[src/tam_defs.vh]
// register indices, reset values and timing constants of the thermal monitor
`ifndef TAM_DEFS_VH
`define TAM_DEFS_VH
// register indices; byte address is four times the index
`define TAM_IX_INV_OPER_ALM 16'h9d20
`define TAM_IX_CAV_OPER_ALM 16'h9d23
`define TAM_IX_INV_OPER_FLT 16'h9d32
`define TAM_IX_CAV_OPER_FLT 16'h9d35
`define TAM_IX_CAV_COOL_LIM 16'h9d99
`define TAM_IX_CAV_DLY_CFG 16'h9d9a
`define TAM_IX_CAV_DLY_REM 16'h9d9b
`define TAM_IX_CAV_TRIG 16'h9d9c
`define TAM_IX_CAV_MON_CFG 16'h9d9d
`define TAM_IX_CAV_MON_REM 16'h9d9e
`define TAM_IX_INV_COOL_LIM 16'h9d9f
`define TAM_IX_INV_DLY_CFG 16'h9da0
`define TAM_IX_INV_DLY_REM 16'h9da1
`define TAM_IX_INV_TRIG 16'h9da2
`define TAM_IX_INV_MON_CFG 16'h9da3
`define TAM_IX_INV_MON_REM 16'h9da4
`define TAM_IX_REC_STUP_TMR 16'h9df0
`define TAM_IX_REC_STUP_REM 16'h9df1
`define TAM_IX_REC_STUP_FLT 16'h9df2
`define TAM_IX_REC_STUP_ALM 16'h9df3
`define TAM_IX_INV_STUP_TMR 16'h9df4
`define TAM_IX_INV_STUP_REM 16'h9df5
`define TAM_IX_INV_STUP_FLT 16'h9df6
`define TAM_IX_INV_STUP_ALM 16'h9df7
`define TAM_IX_CAV_STUP_TMR 16'h9df8
`define TAM_IX_CAV_STUP_REM 16'h9df9
`define TAM_IX_CAV_STUP_FLT 16'h9dfa
`define TAM_IX_CAV_STUP_ALM 16'h9dfb
`define TAM_IX_REC_OPER_ALM 16'ha439
`define TAM_IX_REC_OPER_FLT 16'ha43a
`define TAM_IX_CTRL 16'h9e00
`define TAM_IX_STATUS 16'h9e01
`define TAM_IX_MASK 16'h9e02
`define TAM_IX_STATE 16'h9e03
// reset values, degrees C or minutes, trigger as {minutes, seconds}
`define TAM_RST_INV_OPER_ALM 16'h0041
`define TAM_RST_CAV_OPER_ALM 16'h004b
`define TAM_RST_INV_OPER_FLT 16'h0046
`define TAM_RST_CAV_OPER_FLT 16'h0050
`define TAM_RST_COOL_LIM 16'h0037
`define TAM_RST_DLY_CFG 16'h000f
`define TAM_RST_TRIG 16'h0e2d
`define TAM_RST_MON_CFG 16'h00b4
`define TAM_RST_STUP_TMR 16'h000f
`define TAM_RST_REC_STUP_FLT 16'h004b
`define TAM_RST_REC_STUP_ALM 16'h0046
`define TAM_RST_INV_STUP_FLT 16'h004b
`define TAM_RST_INV_STUP_ALM 16'h0046
`define TAM_RST_CAV_STUP_FLT 16'h0055
`define TAM_RST_CAV_STUP_ALM 16'h0050
`define TAM_RST_REC_OPER_ALM 16'h0041
`define TAM_RST_REC_OPER_FLT 16'h0046
// control and status bit positions
`define TAM_CTRL_START 0
`define TAM_CTRL_STOP 1
`define TAM_ST_ALM 0
`define TAM_ST_FLT 3
`define TAM_ST_CALM 6
`define TAM_ST_CFLT 8
`define TAM_ST_W 10
// timing
`define TAM_CLK_HZ 25000000
`define TAM_TICK_S 1
`define TAM_SEC_PER_MIN 6'd60
`define TAM_SEC_LAST 6'd59
`endif

[src/tam_cool_unit.v]
// cooling-control supervision of one temperature: start delay and fault delay
`timescale 1ns/10ps
`default_nettype none
module tam_cool_unit (
  input wire clk,
  input wire rst_n,
  input wire sec_tick,
  input wire min_tick,
  input wire start,
  input wire run,
  input wire over,
  input wire [15:0] dly_cfg,
  input wire [15:0] trig_cfg,
  input wire [15:0] mon_cfg,
  output wire [15:0] dly_rem,
  output wire [15:0] mon_rem,
  output wire alarm,
  output wire fault
);
`include "tam_defs.vh"
reg [15:0] mon_q;
reg [15:0] min_q;
reg [5:0] sec_q;
reg cnt_q;
reg fault_q;
wire active;
wire expired;
wire trig_hit;

assign active = run && (mon_q == 16'h0000); // RL4
assign expired = (min_q == 16'h0000) && (sec_q == 6'd0);
// remaining time at or below the trigger setting {minutes, seconds}
assign trig_hit = (min_q < {8'h00, trig_cfg[15:8]}) ||
                  ((min_q == {8'h00, trig_cfg[15:8]}) &&
                   ({2'b00, sec_q} <= trig_cfg[7:0]));
assign alarm = (cnt_q && trig_hit) || fault_q; // RL6
assign fault = fault_q;
assign dly_rem = cnt_q ? min_q : 16'h0000; // RL13 RL15
assign mon_rem = mon_q;

// ----------------------------------------
// start delay, minutes
// ----------------------------------------
always @(posedge clk or negedge rst_n)
begin
  if (!rst_n)
    mon_q <= 16'h0000;
  else if (start)
    mon_q <= mon_cfg;
  else if (min_tick && (mon_q != 16'h0000))
    mon_q <= mon_q - 16'h0001; // RL15
end

// ----------------------------------------
// fault delay, one-second resolution
// ----------------------------------------
always @(posedge clk or negedge rst_n)
begin
  if (!rst_n)
  begin
    min_q <= 16'h0000;
    sec_q <= 6'd0;
    cnt_q <= 1'b0;
    fault_q <= 1'b0;
  end
  else if (start || !active)
  begin
    cnt_q <= 1'b0;
    if (start)
      fault_q <= 1'b0;
  end
  else if (!over)
    cnt_q <= 1'b0; // RL9
  else if (!cnt_q)
  begin
    // full reload on every new crossing
    cnt_q <= 1'b1; // RL5 RL10
    min_q <= dly_cfg;
    sec_q <= 6'd0;
  end
  else if (expired)
    fault_q <= 1'b1; // RL8
  else if (sec_tick)
  begin
    if (sec_q == 6'd0)
    begin
      min_q <= min_q - 16'h0001; // RL16
      sec_q <= `TAM_SEC_LAST;
    end
    else
      sec_q <= sec_q - 6'd1;
  end
end
endmodule
`default_nettype wire

[src/tam_monitor.v]
// thermal alarm and fault monitor with APB register access
// ----------------------------------------
// How it works
// RL1 - startup limits while the startup timer runs, operational limits after
// RL2 - above alarm limit raises that alarm and requests speed reduction
// RL3 - at or above fault limit raises that fault and commands shutdown
// RL4 - cooling supervision starts after the start delay, default 180 min
// RL5 - above cooling limit starts the fault-delay timer, default 55 C
// RL6 - cooling alarm 15 s after crossing; trigger default 14 min 45 s
// RL7 - cooling alarm requests reduced motor speed
// RL8 - excess for the whole delay, default 15 min, raises cooling fault
// RL9 - dropping below the cooling limit resets the fault-delay timer
// RL10 - a new crossing restarts the timer from its full value
// RL11 - startup limit defaults and 15-minute startup timers with remaining
// RL12 - operational limit defaults per sensor
// RL13 - inverter and cavity expose cooling config and remaining values
// RL14 - rectifier has no cooling supervision
// RL15 - remaining values count down per minute and read zero after expiry
// RL16 - fault-delay timer advances on a one-second tick
// ----------------------------------------
`timescale 1ns/10ps
`default_nettype none
`include "tam_defs.vh"
module tam_monitor #(
  parameter TICK_CYCLES = `TAM_CLK_HZ * `TAM_TICK_S
) (
  input wire pclk,
  input wire presetn,
  input wire psel,
  input wire penable,
  input wire pwrite,
  input wire [17:0] paddr,
  input wire [31:0] pwdata,
  output wire [31:0] prdata,
  output wire pready,
  output wire pslverr,
  input wire [15:0] temp_rect,
  input wire [15:0] temp_inv,
  input wire [15:0] temp_cav,
  input wire comp_start,
  input wire comp_stop,
  output wire speed_reduce,
  output wire shutdown_cmd,
  output wire irq
);
localparam NCFG = 23;
localparam S_INV_OA = 5'd0;
localparam S_CAV_OA = 5'd1;
localparam S_INV_OF = 5'd2;
localparam S_CAV_OF = 5'd3;
localparam S_CAV_CL = 5'd4;
localparam S_CAV_DC = 5'd5;
localparam S_CAV_TR = 5'd6;
localparam S_CAV_MC = 5'd7;
localparam S_INV_CL = 5'd8;
localparam S_INV_DC = 5'd9;
localparam S_INV_TR = 5'd10;
localparam S_INV_MC = 5'd11;
localparam S_REC_ST = 5'd12;
localparam S_REC_SF = 5'd13;
localparam S_REC_SA = 5'd14;
localparam S_INV_ST = 5'd15;
localparam S_INV_SF = 5'd16;
localparam S_INV_SA = 5'd17;
localparam S_CAV_ST = 5'd18;
localparam S_CAV_SF = 5'd19;
localparam S_CAV_SA = 5'd20;
localparam S_REC_OA = 5'd21;
localparam S_REC_OF = 5'd22;
localparam S_NONE = 5'd31;

// ----------------------------------------
// decode and defaults
// ----------------------------------------
function [4:0] slot_of;
  input [15:0] ix;
  begin
    case (ix)
      `TAM_IX_INV_OPER_ALM: slot_of = S_INV_OA;
      `TAM_IX_CAV_OPER_ALM: slot_of = S_CAV_OA;
      `TAM_IX_INV_OPER_FLT: slot_of = S_INV_OF;
      `TAM_IX_CAV_OPER_FLT: slot_of = S_CAV_OF;
      `TAM_IX_CAV_COOL_LIM: slot_of = S_CAV_CL;
      `TAM_IX_CAV_DLY_CFG: slot_of = S_CAV_DC;
      `TAM_IX_CAV_TRIG: slot_of = S_CAV_TR;
      `TAM_IX_CAV_MON_CFG: slot_of = S_CAV_MC;
      `TAM_IX_INV_COOL_LIM: slot_of = S_INV_CL;
      `TAM_IX_INV_DLY_CFG: slot_of = S_INV_DC;
      `TAM_IX_INV_TRIG: slot_of = S_INV_TR;
      `TAM_IX_INV_MON_CFG: slot_of = S_INV_MC;
      `TAM_IX_REC_STUP_TMR: slot_of = S_REC_ST;
      `TAM_IX_REC_STUP_FLT: slot_of = S_REC_SF;
      `TAM_IX_REC_STUP_ALM: slot_of = S_REC_SA;
      `TAM_IX_INV_STUP_TMR: slot_of = S_INV_ST;
      `TAM_IX_INV_STUP_FLT: slot_of = S_INV_SF;
      `TAM_IX_INV_STUP_ALM: slot_of = S_INV_SA;
      `TAM_IX_CAV_STUP_TMR: slot_of = S_CAV_ST;
      `TAM_IX_CAV_STUP_FLT: slot_of = S_CAV_SF;
      `TAM_IX_CAV_STUP_ALM: slot_of = S_CAV_SA;
      `TAM_IX_REC_OPER_ALM: slot_of = S_REC_OA;
      `TAM_IX_REC_OPER_FLT: slot_of = S_REC_OF;
      default: slot_of = S_NONE;
    endcase
  end
endfunction

function [15:0] rst_of;
  input [4:0] s;
  begin
    case (s)
      S_INV_OA: rst_of = `TAM_RST_INV_OPER_ALM; // RL12
      S_CAV_OA: rst_of = `TAM_RST_CAV_OPER_ALM;
      S_INV_OF: rst_of = `TAM_RST_INV_OPER_FLT;
      S_CAV_OF: rst_of = `TAM_RST_CAV_OPER_FLT;
      S_REC_OA: rst_of = `TAM_RST_REC_OPER_ALM;
      S_REC_OF: rst_of = `TAM_RST_REC_OPER_FLT;
      S_CAV_CL, S_INV_CL: rst_of = `TAM_RST_COOL_LIM; // RL5
      S_CAV_DC, S_INV_DC: rst_of = `TAM_RST_DLY_CFG; // RL8
      S_CAV_TR, S_INV_TR: rst_of = `TAM_RST_TRIG; // RL6
      S_CAV_MC, S_INV_MC: rst_of = `TAM_RST_MON_CFG; // RL4
      S_REC_ST, S_INV_ST, S_CAV_ST: rst_of = `TAM_RST_STUP_TMR; // RL11
      S_REC_SF: rst_of = `TAM_RST_REC_STUP_FLT;
      S_REC_SA: rst_of = `TAM_RST_REC_STUP_ALM;
      S_INV_SF: rst_of = `TAM_RST_INV_STUP_FLT;
      S_INV_SA: rst_of = `TAM_RST_INV_STUP_ALM;
      S_CAV_SF: rst_of = `TAM_RST_CAV_STUP_FLT;
      S_CAV_SA: rst_of = `TAM_RST_CAV_STUP_ALM;
      default: rst_of = 16'h0000;
    endcase
  end
endfunction

function [15:0] dec_min;
  input [15:0] v;
  begin
    dec_min = (v == 16'h0000) ? 16'h0000 : v - 16'h0001;
  end
endfunction

// ----------------------------------------
// apb slave
// ----------------------------------------
reg [15:0] cfg_q [0:NCFG-1];
reg [31:0] rdata_q;
reg [`TAM_ST_W-1:0] stat_q;
reg [`TAM_ST_W-1:0] mask_q;
wire [15:0] ix;
wire [4:0] slot;
wire wr_acc;
wire known;
integer i;
integer j;

assign ix = paddr[17:2];
assign slot = slot_of(ix);
assign pready = 1'b1;
assign wr_acc = psel && penable && pwrite;
assign known = (slot != S_NONE) || (ix == `TAM_IX_CAV_DLY_REM) ||
               (ix == `TAM_IX_CAV_MON_REM) || (ix == `TAM_IX_INV_DLY_REM) ||
               (ix == `TAM_IX_INV_MON_REM) || (ix == `TAM_IX_REC_STUP_REM) ||
               (ix == `TAM_IX_INV_STUP_REM) || (ix == `TAM_IX_CAV_STUP_REM) ||
               (ix == `TAM_IX_CTRL) || (ix == `TAM_IX_STATUS) ||
               (ix == `TAM_IX_MASK) || (ix == `TAM_IX_STATE);
// unmapped or misaligned accesses are flagged, nothing changes
assign pslverr = psel && penable && (!known || (paddr[1:0] != 2'b00));
assign prdata = rdata_q;

always @(posedge pclk or negedge presetn)
begin
  if (!presetn)
  begin
    for (i = 0; i < NCFG; i = i + 1)
      cfg_q[i] <= rst_of(i[4:0]);
  end
  else if (wr_acc && !pslverr && (slot != S_NONE))
    cfg_q[slot] <= pwdata[15:0];
end

// ----------------------------------------
// compressor run state and timebase
// ----------------------------------------
reg run_q;
reg [31:0] div_q;
reg [5:0] secs_q;
reg [15:0] stup_q [0:2];
wire start;
wire stop;
wire sec_tick;
wire min_tick;
wire [31:0] tick_last;

assign tick_last = TICK_CYCLES - 1;
assign start = comp_start || (wr_acc && !pslverr && (ix == `TAM_IX_CTRL) &&
               pwdata[`TAM_CTRL_START]);
assign stop = !start && (comp_stop || (wr_acc && !pslverr &&
              (ix == `TAM_IX_CTRL) && pwdata[`TAM_CTRL_STOP]));
assign sec_tick = run_q && (div_q == tick_last);
assign min_tick = sec_tick && (secs_q == `TAM_SEC_LAST);

// timebase restarts at compressor start so minutes align with it
always @(posedge pclk or negedge presetn)
begin
  if (!presetn)
  begin
    run_q <= 1'b0;
    div_q <= 32'h0000_0000;
    secs_q <= 6'd0;
  end
  else
  begin
    if (start)
      run_q <= 1'b1;
    else if (stop)
      run_q <= 1'b0;
    if (start || !run_q || sec_tick)
      div_q <= 32'h0000_0000;
    else
      div_q <= div_q + 32'h0000_0001;
    if (start || !run_q || min_tick)
      secs_q <= 6'd0;
    else if (sec_tick)
      secs_q <= secs_q + 6'd1;
  end
end

always @(posedge pclk or negedge presetn)
begin
  if (!presetn)
  begin
    for (j = 0; j < 3; j = j + 1)
      stup_q[j] <= 16'h0000;
  end
  else if (start)
  begin
    stup_q[0] <= cfg_q[S_REC_ST]; // RL11
    stup_q[1] <= cfg_q[S_INV_ST];
    stup_q[2] <= cfg_q[S_CAV_ST];
  end
  else if (min_tick)
  begin
    for (j = 0; j < 3; j = j + 1)
      stup_q[j] <= dec_min(stup_q[j]); // RL15
  end
end

// ----------------------------------------
// limit checks, index 0 rectifier, 1 inverter, 2 cavity
// ----------------------------------------
wire [15:0] temp [0:2];
wire [15:0] alm_lim [0:2];
wire [15:0] flt_lim [0:2];
wire [2:0] in_stup;
wire [2:0] alm;
wire [2:0] flt;
wire [1:0] c_alm;
wire [1:0] c_flt;
wire [15:0] inv_dly_rem;
wire [15:0] inv_mon_rem;
wire [15:0] cav_dly_rem;
wire [15:0] cav_mon_rem;

assign temp[0] = temp_rect;
assign temp[1] = temp_inv;
assign temp[2] = temp_cav;
assign in_stup[0] = stup_q[0] != 16'h0000;
assign in_stup[1] = stup_q[1] != 16'h0000;
assign in_stup[2] = stup_q[2] != 16'h0000;
assign alm_lim[0] = in_stup[0] ? cfg_q[S_REC_SA] : cfg_q[S_REC_OA]; // RL1
assign alm_lim[1] = in_stup[1] ? cfg_q[S_INV_SA] : cfg_q[S_INV_OA]; // RL1
assign alm_lim[2] = in_stup[2] ? cfg_q[S_CAV_SA] : cfg_q[S_CAV_OA]; // RL1
assign flt_lim[0] = in_stup[0] ? cfg_q[S_REC_SF] : cfg_q[S_REC_OF]; // RL1
assign flt_lim[1] = in_stup[1] ? cfg_q[S_INV_SF] : cfg_q[S_INV_OF]; // RL1
assign flt_lim[2] = in_stup[2] ? cfg_q[S_CAV_SF] : cfg_q[S_CAV_OF]; // RL1

genvar g;
generate
  for (g = 0; g < 3; g = g + 1)
  begin : chk
    assign alm[g] = run_q && (temp[g] > alm_lim[g]); // RL2
    assign flt[g] = run_q && (temp[g] >= flt_lim[g]); // RL3
  end
endgenerate

// rectifier is deliberately left without a cooling unit
tam_cool_unit u_inv ( // RL14
  .clk(pclk),
  .rst_n(presetn),
  .sec_tick(sec_tick),
  .min_tick(min_tick),
  .start(start),
  .run(run_q),
  .over(temp_inv > cfg_q[S_INV_CL]),
  .dly_cfg(cfg_q[S_INV_DC]),
  .trig_cfg(cfg_q[S_INV_TR]),
  .mon_cfg(cfg_q[S_INV_MC]),
  .dly_rem(inv_dly_rem),
  .mon_rem(inv_mon_rem),
  .alarm(c_alm[0]),
  .fault(c_flt[0])
);

tam_cool_unit u_cav (
  .clk(pclk),
  .rst_n(presetn),
  .sec_tick(sec_tick),
  .min_tick(min_tick),
  .start(start),
  .run(run_q),
  .over(temp_cav > cfg_q[S_CAV_CL]),
  .dly_cfg(cfg_q[S_CAV_DC]),
  .trig_cfg(cfg_q[S_CAV_TR]),
  .mon_cfg(cfg_q[S_CAV_MC]),
  .dly_rem(cav_dly_rem),
  .mon_rem(cav_mon_rem),
  .alarm(c_alm[1]),
  .fault(c_flt[1])
);

// ----------------------------------------
// fault latch, outputs and interrupt
// ----------------------------------------
reg [2:0] flt_hold_q;
reg [`TAM_ST_W-1:0] lvl_q;
wire [`TAM_ST_W-1:0] lvl;
wire [`TAM_ST_W-1:0] ev;
wire [`TAM_ST_W-1:0] w1c;

assign lvl = {c_flt, c_alm, flt, alm};
assign ev = lvl & ~lvl_q;
assign w1c = (wr_acc && !pslverr && (ix == `TAM_IX_STATUS)) ?
             pwdata[`TAM_ST_W-1:0] : {`TAM_ST_W{1'b0}};
assign speed_reduce = run_q && ((|alm) || (|c_alm)); // RL2 RL7
// a trip holds shutdown until the next start
assign shutdown_cmd = (|flt_hold_q) || (|c_flt); // RL3
assign irq = |(stat_q & mask_q);

always @(posedge pclk or negedge presetn)
begin
  if (!presetn)
  begin
    flt_hold_q <= 3'b000;
    lvl_q <= {`TAM_ST_W{1'b0}};
    stat_q <= {`TAM_ST_W{1'b0}};
    mask_q <= {`TAM_ST_W{1'b0}};
  end
  else
  begin
    flt_hold_q <= start ? 3'b000 : (flt_hold_q | flt); // RL3
    lvl_q <= lvl;
    // a new event outranks a same-cycle clear
    stat_q <= (stat_q & ~w1c) | ev;
    if (wr_acc && !pslverr && (ix == `TAM_IX_MASK))
      mask_q <= pwdata[`TAM_ST_W-1:0];
  end
end

// ----------------------------------------
// read data, captured in the setup cycle
// ----------------------------------------
reg [15:0] rd_mux;
always @*
begin
  rd_mux = 16'h0000;
  if (slot != S_NONE)
    rd_mux = cfg_q[slot];
  else
  begin
    case (ix)
      `TAM_IX_INV_DLY_REM: rd_mux = inv_dly_rem; // RL13
      `TAM_IX_INV_MON_REM: rd_mux = inv_mon_rem;
      `TAM_IX_CAV_DLY_REM: rd_mux = cav_dly_rem;
      `TAM_IX_CAV_MON_REM: rd_mux = cav_mon_rem;
      `TAM_IX_REC_STUP_REM: rd_mux = stup_q[0]; // RL11
      `TAM_IX_INV_STUP_REM: rd_mux = stup_q[1];
      `TAM_IX_CAV_STUP_REM: rd_mux = stup_q[2];
      `TAM_IX_STATUS: rd_mux = {6'h00, stat_q};
      `TAM_IX_MASK: rd_mux = {6'h00, mask_q};
      `TAM_IX_STATE: rd_mux = {1'b0, run_q, shutdown_cmd, speed_reduce,
                               2'b00, lvl};
      default: rd_mux = 16'h0000;
    endcase
  end
end

always @(posedge pclk or negedge presetn)
begin
  if (!presetn)
    rdata_q <= 32'h0000_0000;
  else if (psel && !penable && !pwrite)
    rdata_q <= {16'h0000, rd_mux};
end
endmodule
`default_nettype wire
[config.mk]
export PLATFORM = sky130hd
export DESIGN_NAME = tam_monitor
export DESIGN_NICKNAME = d
export VERILOG_FILES = /design/src/tam_cool_unit.v /design/src/tam_monitor.v
export VERILOG_INCLUDE_DIRS = /design/src /design/src/src
export SDC_FILE = /design/constraint.sdc
export NUM_CORES = 2
export LEC_CHECK = 0
export BUFFER_PORTS_ARGS = -buffer_cell sky130_fd_sc_hd__clkbuf_2
export CAP_MARGIN = 10
export CORE_ASPECT_RATIO = 1.75
export CORE_MARGIN = 1
export CORE_UTILIZATION = 35
export CTS_CLUSTER_DIAMETER = 40
export CTS_CLUSTER_SIZE = 25
export DETAILED_ROUTE_END_ITERATION = 8
export PLACE_DENSITY = 0.6
export SYNTH_ARGS = -nofsm -noshare
export SYNTH_HDL_FRONTEND = slang
export SYNTH_SLANG_ARGS = --single-unit
[constraint.sdc]
create_clock -name pclk -period 10.4 [get_ports pclk]
set_input_delay 2.08 -clock pclk [delete_from_list [all_inputs] [get_ports pclk]]
set_output_delay 2.08 -clock pclk [all_outputs]
set_load 0.02 [all_outputs]
## Word level (Yosys, flattened, before mapping)

Index checks and enable logic that the tools add are counted.

- Order comparisons: 14
- Multiplexer cells: 62
- Equality and inequality tests: 47
- Reductions and logical operators: 103
- Bitwise operators: 10
- Add/subtract/negate cells: 11

Operators with widths:

| cell | count |
|---|---|
| == test 16 bit, second input constant | 34 |
| two-way mux 16 bit | 27 |
| bitwise mux 368 bit | 1 |
| case mux 16 bit (10 select lines) | 1 |
| case mux 5 bit (23 select lines) | 1 |
| logical NOT 16 bit | 7 |
| subtractor 16 x 1 -> 16 bit, second input constant | 7 |
| two-way mux 48 bit | 2 |
| binary-select mux 16 bit (select 5 bit) | 1 |
| demux 16 bit (select 5 bit) | 1 |
| > comparator 16 bit | 5 |
| nonzero test 16 bit | 5 |
| two-way mux 6 bit | 10 |
| >= comparator 16 bit | 3 |
| logical AND 1 bit | 33 |
| adder 32 x 1 -> 32 bit, second input constant | 1 |
| == test 16 x 8 -> 1 bit | 2 |
| == test 32 x 25 -> 1 bit, second input constant | 1 |
| < comparator 16 x 8 -> 1 bit | 2 |
| two-way mux 32 bit | 1 |
| AND 10 bit | 3 |
| logical OR 1 bit | 25 |
| nonzero test 2 bit | 12 |
| inverter 10 bit | 2 |
| 22 further kinds | 60 |

- Output and inout port bits: 37
- Input port bits: 105
- Flip-flop bits (word level): 584

## Depth between registers and ports, before layout

- Depth after elaboration: 26
- Gate-level depth with buffers: 21
- Depth with buffers taken out: 19

## Modules after synthesis

A second synthesis with hierarchy kept.

- Cell total of the unflattened synthesis: 3508
- Area total of the unflattened synthesis: 35663.0 µm²

By module, submodules not included:

| module | area an instance (µm²) | seq. area each (µm²) | cells each | times used |
|---|---|---|---|---|
| tam_monitor | 29518.3 | 12722.2 | 2776 | 1 |
| tam_cool_unit at u_inv | 3138.0 | 1001.0 | 371 | 1 |
| tam_cool_unit at u_cav | 3006.6 | 1001.0 | 361 | 1 |

## Least setup slack after synthesis

Ideal clock, no wire load.

- Kind: register to output
- Start point: register stup_q[38] in the netlist's numbering
- End point: output speed_reduce
- Cell stages (with the launch flop): 16
- Arrival: 4186 ps
- Buffers on the path: 2
- Slack: 4134 ps
- Cells stage by stage: dfrtp_1 > or2_0 > or3_1 > nor4_1 > clkbuf_1 > clkbuf_1 > mux2i_1 > ha_1 > nor2b_1 > o21a_1 > o21a_1 > o21ai_0 > a221o_1 > a31o_2 > nor2b_1 > a41oi_1

- Word-level cells in the longest chain between the ends: 7

RTL lines:

| what | RTL line | RTL |
|---|---|---|
| start, declared | tam_monitor.v:185 | `reg [15:0] stup_q [0:2];` |
| start signal, assigned by index | tam_monitor.v:242 | `stup_q[j] <= dec_min(stup_q[j]);` |
| nonzero test 16 bit | tam_monitor.v:265 | `assign in_stup[0] = stup_q[0] != 16'h0000;` |
| two-way mux 16 bit | tam_monitor.v:268 | `assign alm_lim[0] = in_stup[0] ? cfg_q[S_REC_SA] : cfg_q[S_REC_OA];` |
| > comparator 16 bit | tam_monitor.v:279 | `assign alm[g] = run_q && (temp[g] > alm_lim[g]);` |
| logical AND 1 bit | tam_monitor.v:279 |  |
| OR reduction 3 bit | tam_monitor.v:332 | `assign speed_reduce = run_q && ((\|alm) \|\| (\|c_alm));` |
| logical OR 1 bit | tam_monitor.v:332 |  |
| logical AND 1 bit | tam_monitor.v:332 |  |
| end, declared | tam_monitor.v:42 | `output wire speed_reduce,` |

No other way between the ends.

## Worst setup path after layout

- Start point: register stup_q[23] in the netlist's numbering
- End point: output speed_reduce

- Word-level cells in the longest chain between the ends: 7

RTL lines:

| what | RTL line | RTL |
|---|---|---|
| nonzero test 16 bit | tam_monitor.v:266 | `assign in_stup[1] = stup_q[1] != 16'h0000;` |
| two-way mux 16 bit | tam_monitor.v:269 | `assign alm_lim[1] = in_stup[1] ? cfg_q[S_INV_SA] : cfg_q[S_INV_OA];` |
| > comparator 16 bit | tam_monitor.v:279 |  |
| logical AND 1 bit | tam_monitor.v:279 |  |
| OR reduction 3 bit | tam_monitor.v:332 |  |
| logical OR 1 bit | tam_monitor.v:332 |  |
| logical AND 1 bit | tam_monitor.v:332 |  |

No other way between the ends.

==> flow_summary.ini <==
[outcome]
status = completed

[placement]
dp_hpwl_um = 124200
gp_congestion = 1.071
dpl.cell_count = 4863
pre_cts_ws_ns = 3.251
io_buffers = 108

[sta]
tightest_slew_ns = 1.378
maxClockFrequency_mhz = 130.2
skew_ns = 0.04387
setup_viol = 0
fin_crit_sh_pct = 73.88
slew_viol_final = 0
finalHoldViolations = 0
rsz0062_at_grt = false
fin_crit_ns = 7.683
worst_slack_ns = 2.717
relSlewSlack_pct = 8.152
tns_ns = 0

[clock_network]
h-tree-depth = 3
cts_buffers = 69
cts_tree = yes
cts_sinks = 584
postCtsSetupBuffers = 0
clockRootBuffer = clkbuf_16
clkLatencyLatePin_ns = 0.70
cts_resized = 0
clockBufferDepth = 3
hold_buffers = 0
clkSlewWorstSetupHoldPaths_ns = 0.07

[yosys]
yosysUniqueCellTypes = 104
yosys-top-cells-area = dfrtp_1, mux2_2, dfstp_2
ys_ff_latch = 584
synth_edf_count = 0
post_synth_inst_count = 3550
syn_avg_cell_area_um2 = 9.955
synth_flop_cell = dfrtp_1
ys_warn_count = 0
async_flop_share_pct = 100.0
netlist_area_um2 = 35340
yosysSeqAreaShare_pct = 41.66
synth_largest_area_cell = dfrtp_1
synth_top_area_share_pct = 35.12

[power]
powerDensity_nw_per_um2 = 147.4
peakVddDrop_mv = 0.1047
leakage_nw = 17.43
power_w = 0.005865

[detailed_routing]
wl_per_cell_um = 33.64
wl_um = 168500
drcViolationCount = 0
vias = 31224
drt_pre_antenna_iters = 6
ant_nets = 0
initialDrtViolationCount = 3348
routed_via_density = 6.236

[setup_path]
startpoint = stup_q[23]$_DFFE_PN0P_
cp_max_fo = 21
cp_top_family = simple AND/OR/NAND/NOR gates
worstPathRequired_ns = 8.32
start_kind = flop
rr_startpoint = stup_q[23]$_DFFE_PN0P_
cp_slowest_cell = and4_2
crit_buf_inv = 3
cpPeakStageDelay_ns = 0.58
endpoint_kind = primary output
crit_top_cell = o21ai_0
critPathKind = flop to primary output
cp.arrival_ns = 5.60
crit_chain = or3_1, or3_1, nor2_1, and4_2, buf_4, mux2i_1, ha_1, o21ai_0, a21oi_1, o21ai_0, a21oi_1, o21ai_0, a221o_1, buf_4, a41oi_1, clkbuf_2

[floorplan]
die_h_um = 422.4
io_pins = 142
core_area_um2 = 99740
start_util_pct = 35.43
die_area_um2 = 102300
num_rows = 153
die-width_um = 242.2

[layout]
seqCellArea_um2 = 14720
nFillCells = 9887
multiInputGateArea_um2 = 19340
final_core_util_pct = 39.90
fin_cells = 5007
final_nets = 3894
post_route_cells_drive_above_1_share_pct = 22.95
syn2layout_area_growth_pct = 12.60

[flow_run]
maxCapViolations = 0

[grt]
first_global_vias = 30888
grt_remaining_overflow = 0
grt_pass1_wl_um = 235900
grt_use_total_pct = 32.88
grt_max_degree = 153
antenna_found_initial = 19

[hold_path]
min_from = lvl_q[7]$_DFF_PN0_
hold_class = flop to flop
## where the power goes
part	total, W	switching, W	internal [W]
clock	0.00261	0.00118	0.00143
combinational	0.000753	0.000496	0.000257
sequential	0.00250	0.000158	0.00234
## worst reg2reg max path, stage by stage, from the launching register on
cell	delay [ns]
dfrtp_1	0.49
or3_1	0.46
or3_1	0.38
nor2_1	0.16
and4_2	0.58
buf_4	0.47
mux2i_1	0.47
ha_1	0.33
o21ai_0	0.16
nor2_1	0.06
o21ai_0	0.16
a21oi_1	0.08
a211oi_1	0.26
a221o_1	0.19
buf_4	0.20
nand2b_1	0.13
nand4_1	0.67
o32a_1	0.62
## area by class of cell
| type | count | area share (%) |
|---|---|---|
| well taps | 1317 | 4.141 |
| clock buffers | 82 | 4.562 |
| inverters | 113 | 1.066 |
| multi-input cells | 2656 | 48.59 |
| flip-flops and latches | 584 | 37.00 |
| clock inverters | 46 | 1.434 |
| diodes | 13 | 0.08175 |
| repair buffers | 196 | 3.122 |
## per-stage QoR
| stage | cell area [um^2] | hold WS (ns) |
|---|---|---|
| 2_1_floorplan | 35400 | 0.3957 |
| 3_3_place_gp | 37340 | 0.4048 |
| 3_5_place_dp | 37340 | 0.4220 |
| 4_1_cts | 39730 | 0.4294 |
| 5_1_grt | 39760 | 0.4542 |
| 6_report | 39790 | 0.4324 |
## registers in the layout (all words and copies together) (netlist names), 16 cells and up
signal         count
div_q             32
u_cav.min_q       16
stup_q            48
cfg_q            368
u_inv.mon_rem     16
u_inv.min_q       16
prdata            16
u_cav.mon_rem     16
## final timing paths
kind	endpoint	slack, ns	cells after the start
max	speed_reduce	2.72	16
min	stat_q[7]$_DFF_PN0_	0.43	1
min in group asynchronous	u_inv.sec_q[4]$_DFFE_PN0P_	1.41	1
max in group asynchronous	cfg_q[349]$_DFFE_PN0P_	6.63	3
min reg2reg	stat_q[7]$_DFF_PN0_	0.43	1
max reg2reg	prdata[1]$_DFFE_PN0P_	4.43	17
## per-layer routing
layer / global-route usage (%) / wire length [um]
met1: 35.38 / 58720
met2: 53.65 / 79540
met3: 6.715 / 10950
met4: 31.38 / 19220
met5: 0 / 26
## cell usage after synthesis (all sizes together), types with 18 or more instances
cell,instances
nand4,64
nor2,199
nand2,382
nor4,55
xor2,26
nand3,84
a21o,21
xnor2,35
or3,40
a211oi,22
buf,83
a31oi,26
o211ai,27
ha,169
inv,112
nor3,118
o22ai,38
nand2b,19
mux2,378
nor2b,30
and3,33
a222oi,18
dfstp,88
o21ai,222
a21oi,152
a221oi,26
a22oi,51
clkbuf,129
dfrtp,496
mux2i,116
## cell families (layout without fill, tap and decap cells)
family	Yosys count	count (layout)	synth area share, %
AOI/OAI and AO/OA	783	783	14.77
adders and majority gates	169	169	5.983
other	2	30	0.02125
buffers and inverters	325	437	3.993
muxes	494	494	15.75
and+or+nand+nor	1132	1132	16.30
xor gates and xnor gates	61	61	1.512
DFF	584	584	41.66
## layout by cell type (no fill, tap or decap), types with 84 or more instances in the layout
master	count
nor3_1	110
dfstp_2	88
o21ai_0	212
mux2_2	337
nand2_1	371
a21oi_1	151
nand3_1	84
ha_1	169
dfrtp_1	496
inv_1	112
buf_4	85
mux2i_1	116
nor2_1	195
clkbuf_2	107
Power figures use the tool's default switching activity.
